--- src/logic/slct_pkg.sv ---
// Constants, field layouts and types for the capability exchange and training block.
package slct_pkg;

	// Clock period and the out-of-band interval, which is two thirds of a nanosecond.
	localparam longint CLK_NS   = 25;
	localparam longint OOBI_NUM = 2;
	localparam longint OOBI_DEN = 3;
	localparam longint CYC_DEN  = OOBI_DEN * CLK_NS;

	// Window times in out-of-band intervals.
	localparam longint RCD_OOBI = 750000;
	localparam longint TLT_OOBI = 28497920;
	localparam longint MTT_OOBI = 29998080;

	// Cycle counts: the delay is a least time, the two limits are longest times.
	localparam int unsigned RCD_CYC = int'((RCD_OOBI * OOBI_NUM + CYC_DEN - 1) / CYC_DEN);
	localparam int unsigned TLT_CYC = int'((TLT_OOBI * OOBI_NUM) / CYC_DEN);
	localparam int unsigned MTT_CYC = int'((MTT_OOBI * OOBI_NUM) / CYC_DEN);

	// Training pattern shape in dwords.
	localparam int unsigned PATTERN_DW = 64;
	localparam int unsigned DATA_DW    = 58;
	localparam int unsigned PSEQ_DW    = PATTERN_DW - DATA_DW;
	localparam logic [2:0]  MIN_DONE   = 3'h4;

	// Requested rate codes.
	localparam logic [3:0] RC_NONE = 4'h0;
	localparam logic [3:0] RC_G1   = 4'h8;
	localparam logic [3:0] RC_G2   = 4'h9;

	// Capability word layout, byte 0 in the top bits.
	localparam int         CAP_START_BIT = 31;
	localparam int         CAP_SHAPE_BIT = 30;
	localparam int         CAP_RATE_LSB  = 24;
	localparam int         CAP_SET_LSB   = 18;
	localparam int         CAP_PAR_BIT   = 0;
	localparam logic [31:0] CAP_USED_MASK = 32'hcffc_0001;

	// Scrambler seed.
	localparam logic [15:0] SCR_SEED = 16'hffff;

	// Register map and fields.
	localparam logic [7:0]  REG_CFG    = 8'h00;
	localparam logic [7:0]  REG_CMD    = 8'h04;
	localparam logic [7:0]  REG_TXCAP  = 8'h08;
	localparam logic [7:0]  REG_RXCAP  = 8'h0c;
	localparam logic [7:0]  REG_STAT   = 8'h10;
	localparam int          CFG_SET_LSB   = 0;
	localparam int          CFG_SHAPE_BIT = 8;
	localparam int          CFG_RATE_LSB  = 12;
	localparam int          CFG_MGMT_BIT  = 16;
	localparam int          CFG_SLOW_BIT  = 17;
	localparam int          CFG_MID_BIT   = 18;
	localparam int          CFG_PCTL_LSB  = 20;
	localparam logic [31:0] CFG_RST       = 32'h0006_0000;
	localparam int          CMD_START_BIT = 0;
	localparam int          CMD_ABORT_BIT = 1;

	// Line rates.
	typedef enum logic [1:0] {RATE_G1, RATE_G2, RATE_G3} slct_rate_t;

	// Kind of dword being transmitted.
	typedef enum logic [2:0] {TXK_IDLE, TXK_TRAIN, TXK_DONE, TXK_DATA, TXK_LINK} slct_kind_t;

	// Training sequencer states.
	typedef enum logic [2:0] {ST_IDLE, ST_RCD, ST_TRAIN, ST_DONE, ST_LINK, ST_FAIL} slct_state_t;

	// Six supported-setting flags, in transmitted order.
	typedef struct packed {
		logic gen1_plain_ok;
		logic gen1_spread_ok;
		logic gen2_plain_ok;
		logic gen2_spread_ok;
		logic gen3_plain_ok;
		logic gen3_spread_ok;
	} slct_caps_t;

	// Outcome of the rate and multiplexing decision.
	typedef struct packed {
		logic       mux_en;
		slct_rate_t req_rate;
		slct_rate_t log_rate;
	} slct_neg_t;

endpackage

--- src/logic/slct_train.sv ---
// Capability word builder and checker with the training window sequencer.
`timescale 1ns/100ps
`default_nettype none

// Contract
// - Zero code: logical rate equals physical rate.
// - Both nonzero: take the lower rate.
// - Multiplex only in three rate cases.
// - Managed phy sends control-function rate code.
// - Slow window support forces gen1 plain.
// - Mid window support forces gen2 plain.
// - Six flags advertise rate and spreading.
// - Priority gen3 spread down to gen1 plain.
// - Parity makes total ones even.
// - Bad received parity flags reset problem.
// - Pattern is sequence plus 58 zeros.
// - Scrambler seeded once at delay end.
// - Train patterns start at delay end.
// - One train, four done patterns minimum.
// - Lock in limit: finish, then done.
// - No lock: train patterns until end.
// - Received data dwords are never compared.
// - Done seen: one more, then link valid.
// - No done before limit: window invalid.
// - Word layout, byte 0 first, MSB first.
// - Max train time 29,998,080 intervals.
// - Lock limit 28,497,920 intervals.
// - Rate change delay 750,000 intervals idle.
module slct_train
	import slct_pkg::*;
#(
	parameter int unsigned RCD_CYC_P = RCD_CYC,
	parameter int unsigned TLT_CYC_P = TLT_CYC,
	parameter int unsigned MTT_CYC_P = MTT_CYC
) (
	// Clock, reset and enable.
	input  wire logic        mclk_i,
	input  wire logic        rst_n_i,
	input  wire logic        ce_i,
	// Register port.
	input  wire logic [7:0]  addr_i,
	input  wire logic [31:0] wdata_i,
	input  wire logic        wr_i,
	input  wire logic        rd_i,
	output logic      [31:0] rdata_o,
	// Capability exchange.
	input  wire logic [31:0] rx_cap_i,
	input  wire logic        rx_cap_valid_i,
	input  wire slct_rate_t  phys_rate_i,
	output logic      [31:0] tx_cap_o,
	// Training link side.
	input  wire logic        dword_lock_i,
	input  wire logic        rx_train_done_i,
	output slct_kind_t       tx_kind_o,
	output logic      [31:0] tx_dword_o,
	// Outcome.
	output slct_neg_t        neg_o,
	output slct_caps_t       setting_o,
	output logic             train_valid_o,
	output logic             train_invalid_o,
	output logic             reset_problem_o
);

	// Map a nonzero rate code onto a line rate.
	function automatic slct_rate_t code_rate(input logic [3:0] code);
		if (code == RC_G1) begin
			return RATE_G1;
		end else if (code == RC_G2) begin
			return RATE_G2;
		end
		return RATE_G3;
	endfunction

	// Step the link-layer scrambler through one dword; output in the top bits.
	function automatic logic [47:0] scr_word(input logic [15:0] seed);
		logic [15:0] s;
		logic [31:0] o;
		logic        fb;
		s = seed;
		o = 32'h0000_0000;
		for (int i = 31; i >= 0; i--) begin
			o[i] = s[15];
			fb = s[15] ^ s[14] ^ s[12] ^ s[3];
			s = {s[14:0], fb};
		end
		return {o, s};
	endfunction

	// Configuration, last received word and sticky result flags.
	logic [31:0] cfg_reg;
	logic [31:0] rx_cap_reg;
	logic        rx_seen_reg;
	logic        exch_bad_reg;
	logic        parity_bad_reg;
	logic        no_common_reg;

	// Command strobes decoded from register writes.
	logic        start_cmd;
	logic        abort_cmd;
	assign start_cmd = wr_i && (addr_i == REG_CMD) && wdata_i[CMD_START_BIT];
	assign abort_cmd = wr_i && (addr_i == REG_CMD) && wdata_i[CMD_ABORT_BIT];

	// Transmitted and received capability fields, their common settings and the decision.
	logic [3:0]  tx_code;
	slct_caps_t  tx_caps;
	logic [31:0] tx_word;
	slct_caps_t  rx_caps;
	slct_caps_t  common;
	slct_caps_t  best;
	logic [3:0]  rx_code;
	slct_neg_t   neg;

	// Rate code source selection.
	always_comb begin
		tx_code = cfg_reg[CFG_MGMT_BIT] ? cfg_reg[CFG_PCTL_LSB +: 4] : cfg_reg[CFG_RATE_LSB +: 4];
	end

	// Setting flags as transmitted.
	always_comb begin
		tx_caps = slct_caps_t'(cfg_reg[CFG_SET_LSB +: 6]);
		if (cfg_reg[CFG_SLOW_BIT]) begin
			tx_caps.gen1_plain_ok = 1'b1;
		end
		if (cfg_reg[CFG_MID_BIT]) begin
			tx_caps.gen2_plain_ok = 1'b1;
		end
	end

	// Assemble the outgoing word; reserved bits stay zero.
	always_comb begin
		tx_word = 32'h0000_0000;
		tx_word[CAP_START_BIT] = 1'b1;
		tx_word[CAP_SHAPE_BIT] = cfg_reg[CFG_SHAPE_BIT];
		tx_word[CAP_RATE_LSB +: 4] = tx_code;
		tx_word[CAP_SET_LSB +: 6] = tx_caps;
		tx_word[CAP_PAR_BIT] = ^tx_word;
	end

	// Received fields with reserved positions discarded.
	always_comb begin
		rx_code = rx_cap_reg[CAP_RATE_LSB +: 4];
		rx_caps = slct_caps_t'(rx_cap_reg[CAP_SET_LSB +: 6]);
		common = tx_caps & rx_caps;
	end

	// Highest common setting as a one-hot value.
	always_comb begin
		best = '0;
		if (common.gen3_spread_ok) begin
			best.gen3_spread_ok = 1'b1;
		end else if (common.gen3_plain_ok) begin
			best.gen3_plain_ok = 1'b1;
		end else if (common.gen2_spread_ok) begin
			best.gen2_spread_ok = 1'b1;
		end else if (common.gen2_plain_ok) begin
			best.gen2_plain_ok = 1'b1;
		end else if (common.gen1_spread_ok) begin
			best.gen1_spread_ok = 1'b1;
		end else begin
			best.gen1_plain_ok = common.gen1_plain_ok;
		end
	end

	// Requested rate and multiplexing decision.
	always_comb begin
		neg.mux_en = 1'b0;
		neg.req_rate = phys_rate_i;
		if (tx_code == RC_NONE || rx_code == RC_NONE) begin
			neg.req_rate = phys_rate_i;
		end else begin
			neg.req_rate = code_rate((tx_code < rx_code) ? tx_code : rx_code);
		end
		neg.log_rate = phys_rate_i;
		if (tx_code != RC_NONE && rx_code != RC_NONE) begin
			if (neg.req_rate == RATE_G1 && phys_rate_i == RATE_G2) begin
				neg.mux_en = 1'b1;
				neg.log_rate = RATE_G1;
			end else if (neg.req_rate != RATE_G3 && phys_rate_i == RATE_G3) begin
				neg.mux_en = 1'b1;
				neg.log_rate = RATE_G2;
			end
		end
	end

	// Configuration register.
	always_ff @(posedge mclk_i or negedge rst_n_i) begin
		if (!rst_n_i) begin
			cfg_reg <= CFG_RST;
		end else if (ce_i && wr_i && addr_i == REG_CFG) begin
			cfg_reg <= wdata_i;
		end
	end

	// Registered copies of the words and decision.
	always_ff @(posedge mclk_i or negedge rst_n_i) begin
		if (!rst_n_i) begin
			tx_cap_o  <= 32'h0000_0000;
			neg_o     <= '0;
			setting_o <= '0;
		end else if (ce_i) begin
			tx_cap_o  <= tx_word;
			neg_o     <= neg;
			setting_o <= best;
		end
	end

	// Capture the received word and check it; a new word wins over a clear.
	always_ff @(posedge mclk_i or negedge rst_n_i) begin
		if (!rst_n_i) begin
			rx_cap_reg     <= 32'h0000_0000;
			rx_seen_reg    <= 1'b0;
			exch_bad_reg   <= 1'b0;
			parity_bad_reg <= 1'b0;
		end else if (ce_i) begin
			if (start_cmd) begin
				exch_bad_reg   <= 1'b0;
				parity_bad_reg <= 1'b0;
			end
			if (rx_cap_valid_i) begin
				rx_cap_reg  <= rx_cap_i & CAP_USED_MASK;
				rx_seen_reg <= 1'b1;
				if (rx_cap_i == 32'h0000_0000) begin
					exch_bad_reg <= 1'b1;
				// parity check over used bits only
				end else if (^(rx_cap_i & CAP_USED_MASK)) begin
					parity_bad_reg <= 1'b1;
				end
			end
		end
	end

	// Training sequencer state.
	slct_state_t state_reg;
	logic [31:0] win_cnt_reg;
	logic [5:0]  dw_idx_reg;
	logic [2:0]  done_cnt_reg;
	logic        lock_hit_reg;
	logic        rx_done_hit_reg;
	logic        finish_reg;
	logic [15:0] scr_reg;
	logic [47:0] scr_nxt;
	logic        pat_end;
	logic        mtt_end;
	logic        done_ok;

	assign scr_nxt = scr_word(scr_reg);
	assign pat_end = (dw_idx_reg == 6'(PATTERN_DW - 1));
	assign mtt_end = (win_cnt_reg >= 32'(MTT_CYC_P - 1));
	assign done_ok = (done_cnt_reg >= MIN_DONE) && (rx_done_hit_reg || rx_train_done_i);

	// Window timer and pattern position.
	always_ff @(posedge mclk_i or negedge rst_n_i) begin
		if (!rst_n_i) begin
			win_cnt_reg <= 32'h0000_0000;
			dw_idx_reg  <= 6'h00;
		end else if (ce_i) begin
			if (state_reg == ST_RCD && win_cnt_reg == 32'(RCD_CYC_P - 1)) begin
				win_cnt_reg <= 32'h0000_0000;
				dw_idx_reg  <= 6'h00;
			end else if (state_reg == ST_RCD) begin
				win_cnt_reg <= win_cnt_reg + 32'h1;
			end else if (state_reg == ST_TRAIN || state_reg == ST_DONE) begin
				if (!mtt_end) begin
					win_cnt_reg <= win_cnt_reg + 32'h1;
				end
				dw_idx_reg <= pat_end ? 6'h00 : dw_idx_reg + 6'h01;
			end else begin
				win_cnt_reg <= 32'h0000_0000;
				dw_idx_reg  <= 6'h00;
			end
		end
	end

	// Lock and received done-sequence memory within the window.
	always_ff @(posedge mclk_i or negedge rst_n_i) begin
		if (!rst_n_i) begin
			lock_hit_reg    <= 1'b0;
			rx_done_hit_reg <= 1'b0;
		end else if (ce_i) begin
			if (state_reg == ST_TRAIN || state_reg == ST_DONE) begin
				if (dword_lock_i && win_cnt_reg < 32'(TLT_CYC_P)) begin
					lock_hit_reg <= 1'b1;
				end
				if (rx_train_done_i && !mtt_end) begin
					rx_done_hit_reg <= 1'b1;
				end
			end else begin
				lock_hit_reg    <= 1'b0;
				rx_done_hit_reg <= 1'b0;
			end
		end
	end

	// Scrambler runs over every training dword.
	always_ff @(posedge mclk_i or negedge rst_n_i) begin
		if (!rst_n_i) begin
			scr_reg <= SCR_SEED;
		end else if (ce_i) begin
			if (state_reg == ST_RCD) begin
				scr_reg <= SCR_SEED;
			end else if (state_reg == ST_TRAIN || state_reg == ST_DONE) begin
				scr_reg <= scr_nxt[15:0];
			end
		end
	end

	// Main sequencer.
	always_ff @(posedge mclk_i or negedge rst_n_i) begin
		if (!rst_n_i) begin
			state_reg       <= ST_IDLE;
			done_cnt_reg    <= 3'h0;
			finish_reg      <= 1'b0;
			train_valid_o   <= 1'b0;
			train_invalid_o <= 1'b0;
			no_common_reg   <= 1'b0;
		end else if (ce_i) begin
			case (state_reg)
				ST_IDLE, ST_LINK, ST_FAIL: begin
					if (start_cmd) begin
						train_valid_o   <= 1'b0;
						train_invalid_o <= 1'b0;
						done_cnt_reg    <= 3'h0;
						finish_reg      <= 1'b0;
						no_common_reg   <= (best == '0);
						state_reg       <= (best == '0) ? ST_FAIL : ST_RCD;
					end
				end
				ST_RCD: begin
					if (win_cnt_reg == 32'(RCD_CYC_P - 1)) begin
						state_reg <= ST_TRAIN;
					end
				end
				ST_TRAIN: begin
					if (mtt_end) begin
						train_invalid_o <= 1'b1;
						state_reg       <= ST_FAIL;
					end else if (pat_end && lock_hit_reg) begin
						state_reg <= ST_DONE;
					end
				end
				ST_DONE: begin
					if (mtt_end && !finish_reg && !done_ok) begin
						train_invalid_o <= 1'b1;
						state_reg       <= ST_FAIL;
					end else if (pat_end) begin
						if (done_cnt_reg < MIN_DONE) begin
							done_cnt_reg <= done_cnt_reg + 3'h1;
						end
						if (finish_reg) begin
							train_valid_o <= 1'b1;
							state_reg     <= ST_LINK;
						end else if (done_cnt_reg + 3'h1 >= MIN_DONE &&
								(rx_done_hit_reg || rx_train_done_i)) begin
							finish_reg <= 1'b1;
						end
					end
				end
				default: begin
					state_reg <= ST_IDLE;
				end
			endcase
			if (abort_cmd) begin
				state_reg <= ST_IDLE;
			end
		end
	end

	// Transmit dword selection, registered.
	always_ff @(posedge mclk_i or negedge rst_n_i) begin
		if (!rst_n_i) begin
			tx_kind_o  <= TXK_IDLE;
			tx_dword_o <= 32'h0000_0000;
		end else if (ce_i) begin
			tx_dword_o <= 32'h0000_0000;
			case (state_reg)
				ST_TRAIN, ST_DONE: begin
					if (dw_idx_reg < 6'(PSEQ_DW)) begin
						tx_kind_o <= (state_reg == ST_TRAIN) ? TXK_TRAIN : TXK_DONE;
					end else begin
						tx_kind_o  <= TXK_DATA;
						tx_dword_o <= scr_nxt[47:16];
					end
				end
				ST_LINK: tx_kind_o <= TXK_LINK;
				default: tx_kind_o <= TXK_IDLE;
			endcase
		end
	end

	// Reset problem is any failed check of the exchange or training.
	// incoming data dwords are not examined
	assign reset_problem_o = parity_bad_reg || exch_bad_reg || no_common_reg || train_invalid_o;

	// Register read, data one cycle after the strobe; unmapped reads zero.
	always_ff @(posedge mclk_i or negedge rst_n_i) begin
		if (!rst_n_i) begin
			rdata_o <= 32'h0000_0000;
		end else if (ce_i) begin
			rdata_o <= 32'h0000_0000;
			if (rd_i) begin
				case (addr_i)
					REG_CFG:   rdata_o <= cfg_reg;
					REG_TXCAP: rdata_o <= tx_cap_o;
					REG_RXCAP: rdata_o <= rx_cap_reg;
					REG_STAT: begin
						rdata_o <= {12'h000, state_reg, setting_o, neg_o,
							no_common_reg, train_invalid_o, train_valid_o,
							parity_bad_reg, exch_bad_reg, rx_seen_reg};
					end
					default:   rdata_o <= 32'h0000_0000;
				endcase
			end
		end
	end

endmodule

`default_nettype wire

--- config.mk ---
export PLATFORM = sky130hd
export DESIGN_NAME = slct_train
export DESIGN_NICKNAME = d
export VERILOG_FILES = /design/src/logic/slct_pkg.sv /design/src/logic/slct_train.sv
export SDC_FILE = /design/constraint.sdc
export NUM_CORES = 1
export LEC_CHECK = 0
export BUFFER_PORTS_ARGS = -buffer_cell sky130_fd_sc_hd__buf_2
export CORE_MARGIN = 8
export CORE_UTILIZATION = 28
export CTS_CLUSTER_SIZE = 24
export DETAILED_ROUTE_END_ITERATION = 6
export MAX_ROUTING_LAYER = met4
export PLACE_DENSITY_LB_ADDON = 0.05
export SLEW_MARGIN = 20
export SYNTH_ARGS = -nofsm -noshare
export SYNTH_HDL_FRONTEND = slang
export SYNTH_SLANG_ARGS = --single-unit
--- constraint.sdc ---
create_clock -name mclk_i -period 5.95 [get_ports mclk_i]
set_input_delay 1.19 -clock mclk_i [delete_from_list [all_inputs] [get_ports mclk_i]]
set_output_delay 1.19 -clock mclk_i [all_outputs]
set_load 0.03 [all_outputs]
==> out/results.ini, run 1 <==
[logic_synthesis]
synthesis.area_um2=11000
synth_area_per_cell_um2=10.8
ys_seq_area_share_pct=46.9
synth_seq_cells=205
ys.flop_type=dfrtp_1
ys_warn_count=0
synthDistinctLibCells=63
synth_cells=1016
synth-edff-count=0
async_flop_share_pct=100

[outcome]
status=finished clean

[setup_path]
path_cells=ha_1, o21ai_1, a21oi_1, o311ai_1, a31oi_1, o21ai_1, nand4_1, or4_1, a21oi_1
crit_fanout=21
worstPathRequired_ns=6.40
worst_setup_path_start_kind=register
cp_slowest_cell=nand4_1
crit_type=register to register
critPathMaxStageDelay_ns=0.80
critPathTopFamily=compound AO/OA/AOI/OAI gates
end_kind=register
path_depth=9
path_buf_inv=0
reg2reg_depth=9
arrival_ns=4.27

[clock_network]
clock_sinks=205
htreeDepth=1
tritoncts=yes
numCtsBuffers=27
root_buffer=clkbuf_16
clock_path_buffers=3
cts_resized=0
cts_hold_buf=0
insertion_delay_ns=0.55
clk_pin_slew_worst_paths_ns=0.06
post_cts_buffers=0

[timing]
period_share_pct=64.2
rsz0062_at_grt=false
skew_ns=0.0246
worst_pin_slew_ns=1.02
slew_headroom_pct=32.0
maxSlewViolCount=0
setup_violations=0
period_minus_slack_ns=3.82
timing.fmax_ghz=0.262
final_hold_viol_count=0
fin_setup_tns_ns=0

[route]
wl_per_cell_um=20.0
via_per_inst=4.78
drc=0
vias=8163
wl_um=34200
dr.first_iter.drc_count=461
antenna_left=0
drt-pass1-iter-count=5

[hold_path]
hold_path_class=register to register
worstHoldPathCells=1

[final_layout]
finalCoreUtilization_pct=34.2
layout_commonest_cell=dfrtp_1
final_cell_area_um2=13200
nNetsFinal=1265
drive_gt1_share_pct=27.6
layout_common_cells=187 x dfrtp_1, 174 x buf_2, 62 x nand2_1, 62 x o21ai_0, 60 x xnor2_1
fillerInstances=3985
syn2layout_area_growth_pct=20.4

[grt]
grt_usage_pct=15.1
grt_start_max_net_pins=109
grt_overflow_total=0
antenna_found_initial=1
grt_pass1_wl_um=54400
grt_pass1_vias=8670

[floorplanning]
ios=195
die_area_um2=45800
die_y_um=214
fp-row-count=72
die_x_um=214
start_util_pct=28.4
core-area_um2=38600

[flow_run]
maxCapViolCount=0

[placed_design]
place.gp.congestion=0.765
portBuffers=175
post_dp_cell_area_um2=12300
post-dp-hpwl_um=24600

[cells by family (layout without fill, tap and decap cells)]
family | Yosys count | after routing | synth area share, %
AOI/OAI and AO/OA | 247 | 247 | 15.0
and+or+nand+nor | 244 | 244 | 11.2
DFF | 205 | 205 | 46.9
buffers and inverters | 115 | 270 | 5.20
xor gates and xnor gates | 112 | 112 | 12.3
muxes | 77 | 77 | 7.62
adders and majority gates | 15 | 15 | 1.71
other | 1 | 21 | 0.0341
[worst register-to-register path, delay by kind of cell (launching register included)]
family          cells  cell delay, ns
flops               1            0.40
fa+ha+maj           1            0.24
compound gates      6            1.58
simple gates        2            1.54
[metrics by stage]
step	hold WS (ns)	worst slack, ns	instances
after detailed placement	0.462	1.93	1657
after CTS	0.476	2.08	1707
after global routing	0.488	1.58	1708
after global placement	0.463	1.98	1656
after floorplan	0.434	2.75	1034
final	0.467	2.13	1709
[layer usage]
metal	share of wire (%)	vias to the layer above	global-route usage (%)
met4	1.3	0	2.81
met3	4.2	33	2.64
met2	45	196	23.3
met5	0	-	-
met1	49	4007	20.9
li1	-	3927	-
[synthesized netlist by cell type, drive strengths merged, types with 28 or more instances]
master / instances / area (um2)
xnor2: 72 / 811
dfrtp: 187 / 4680
buf: 38 / 282
o2bb2ai: 44 / 385
a21oi: 52 / 260
nor2: 57 / 214
inv: 37 / 139
clkbuf: 40 / 150
xor2: 28 / 268
mux2: 53 / 597
o21ai: 72 / 360
nand2: 62 / 233
[layout make-up]
| type | instances | area (um2) | area share (%) |
|---|---|---|---|
| inverter | 37 | 139 | 1.05 |
| antenna | 2 | 5.00 | 0.0379 |
| multi-input combinational | 714 | 5360 | 40.5 |
| clock buffer | 36 | 769 | 5.82 |
| sequential | 205 | 5150 | 39.0 |
| tap | 518 | 648 | 4.90 |
| clock inverter | 14 | 186 | 1.41 |
| timing repair buffer | 183 | 966 | 7.31 |
[path summary, 6_finish.rpt]
path | from | slack [ns] | to
worst min register to register | rx_seen_reg | 0.47 | rx_seen_reg
min in group asynchronous | rst_n_i | 0.68 | tx_dword_o[18]
max in group asynchronous | rst_n_i | 4.07 | dw_idx_reg[4]
worst min-delay path | rx_seen_reg | 0.47 | rx_seen_reg
worst max-delay path | win_cnt_reg[0] | 2.13 | win_cnt_reg[22]
worst max register to register | win_cnt_reg[0] | 2.13 | win_cnt_reg[22]
Power of run 1 is not shown: default switching activity piles up to over one toggle a cycle in this logic, so the estimate is an artifact.
==> run 2: changes to the inputs <==
==> constraint.sdc (replaced) <==
create_clock -name mclk_i -period 3.55 [get_ports mclk_i]
set_input_delay 0.71 -clock mclk_i [delete_from_list [all_inputs] [get_ports mclk_i]]
set_output_delay 0.71 -clock mclk_i [all_outputs]
set_load 0.03 [all_outputs]
==> out/results.ini, run 2 (same netlist as run 1, synthesis figures left out) <==
[grt]
grt_pass1_vias=8609  ; was 8670
grt_start_max_net_pins=89  ; was 109
grt_pass1_wl_um=55100  ; was 54400 um
grt_usage_pct=15.5  ; was 15.1%
grt_overflow_total=0  ; unchanged
antenna_found_initial=6  ; was 1

[setup_path]
critPathMaxStageDelay_ns=0.64  ; was 0.80 ns
cp_slowest_cell=dfstp_2  ; was nand4_1
crit_fanout=7  ; was 21
path_cells=xnor2_1, xnor2_2, xnor3_2, xnor2_4, xnor3_2, xnor3_1, o22a_1  ; was ha_1, o21ai_1, a21oi_1, o311ai_1, a31oi_1, o21ai_1, nand4_1, or4_1, a21oi_1
crit_type=register to register  ; unchanged
worst_setup_path_start_kind=register  ; unchanged
path_buf_inv=0  ; unchanged
arrival_ns=3.51  ; was 4.27 ns
worstPathRequired_ns=4.03  ; was 6.40 ns
end_kind=register  ; unchanged
critPathTopFamily=XOR/XNOR gates  ; was compound AO/OA/AOI/OAI gates
cp_common_cell=xnor3_2

[clock_network]
htreeDepth=1  ; unchanged
insertion_delay_ns=0.56  ; was 0.55 ns
cts_resized=0  ; unchanged
clk_pin_slew_worst_paths_ns=0.06  ; about the same
cts_hold_buf=0  ; unchanged
tritoncts=yes  ; unchanged
clock_path_buffers=3  ; unchanged
clock_sinks=205  ; unchanged
numCtsBuffers=27  ; unchanged
post_cts_buffers=0  ; unchanged
root_buffer=clkbuf_16  ; unchanged

[timing]
worst_pin_slew_ns=0.971  ; was 1.02 ns
setup_violations=0  ; unchanged
final_hold_viol_count=0  ; unchanged
period_share_pct=85.2  ; was 64.2%
timing.fmax_ghz=0.331  ; was 0.262 GHz
fin_setup_tns_ns=0  ; unchanged
maxSlewViolCount=0  ; unchanged
period_minus_slack_ns=3.02  ; was 3.82 ns
rsz0062_at_grt=false  ; unchanged
skew_ns=0.0153  ; was 0.0246 ns
slew_headroom_pct=35.3  ; was 32.0%

[route]
via_per_inst=4.73  ; was 4.78
wl_um=35300  ; was 34200 um
drt-pass1-iter-count=4  ; was 5
antenna_left=0  ; unchanged
dr.first_iter.drc_count=335  ; was 461
vias=8213  ; was 8163
drc=0  ; unchanged
wl_per_cell_um=20.3  ; was 20.0 um

[floorplanning]
die_y_um=214  ; unchanged
die_area_um2=45800  ; unchanged
core-area_um2=38600  ; unchanged
ios=195  ; unchanged
die_x_um=214  ; unchanged
start_util_pct=28.4  ; unchanged
fp-row-count=72  ; unchanged

[placed_design]
post-dp-hpwl_um=25800  ; was 24600 um
place.gp.congestion=0.813  ; was 0.765
portBuffers=175  ; unchanged

[final_layout]
drive_gt1_share_pct=28.6  ; was 27.6%
layout_commonest_cell=dfrtp_1  ; unchanged
nNetsFinal=1291  ; was 1265
layout_common_cells=187 x dfrtp_1, 174 x buf_2, 62 x nand2_1, 62 x o21ai_0, 60 x xnor2_1  ; unchanged
syn2layout_area_growth_pct=21.4  ; was 20.4%

[hold_path]
hold_path_class=input pin to async pin  ; was register to register

[flow_run]
maxCapViolCount=0  ; unchanged

[outcome]
status=finished clean  ; unchanged

==> run 2: changes by cell type in the layout (fill, tap and decap cells not counted), moves of 4 or more <==
cell,previous run,this run
buf_4,6,31
clkbuf_1,3,9
clkbuf_8,6,2
diode_2,2,6
==> run 2: final timing paths <==
kind / startpoint / to / slack, ns / cells past startpoint
worst min-delay path: rst_n_i / cfg_reg[7] / 0.14 / 1
worst min register to register: rx_cap_reg[30] / rx_cap_reg[30] / 0.48 / 2
worst max-delay path: scr_reg[3] / scr_reg[2] / 0.53 / 7
min in group mclk_i: wdata_i[9] / cfg_reg[9] / 0.38 / 2
worst max register to register: scr_reg[3] / scr_reg[2] / 0.53 / 7
max in group asynchronous: rst_n_i / scr_reg[13] / 2.43 / 2
==> run 2: cell type report <==
type | count | area [um2]
multi-input combinational | 714 | 5340
tap | 518 | 648
fill | 3960 | 25300
sequential | 205 | 5150
timing repair buffer | 209 | 1180
clock inverter | 11 | 124
antenna | 6 | 15.0
clock buffer | 38 | 737
inverter | 37 | 139
==> run 2: metrics by stage <==
stage               setup WS (ns)  utilization, %  cell area, um2  std cells  hold WS [ns]
floorplan                   0.739               -           11000       1034         0.414
global placement            0.548            32.2           12500       1683         0.457
detailed placement          0.511            32.2           12500       1683         0.466
CTS                         0.512            34.5           13300       1732         0.188
global route                0.398            34.5           13300       1738         0.201
finish                      0.527            34.5           13300       1738         0.141
==> run 2: metal layers <==
metal	up-vias	routed length, um	track usage, %
met5	-	0	-
met4	0	600	3.70
met3	43	1690	3.30
met2	179	15500	22.7
met1	4012	17500	21.7
li1	3979	-	-
Power of run 2 is left out for the same reason.
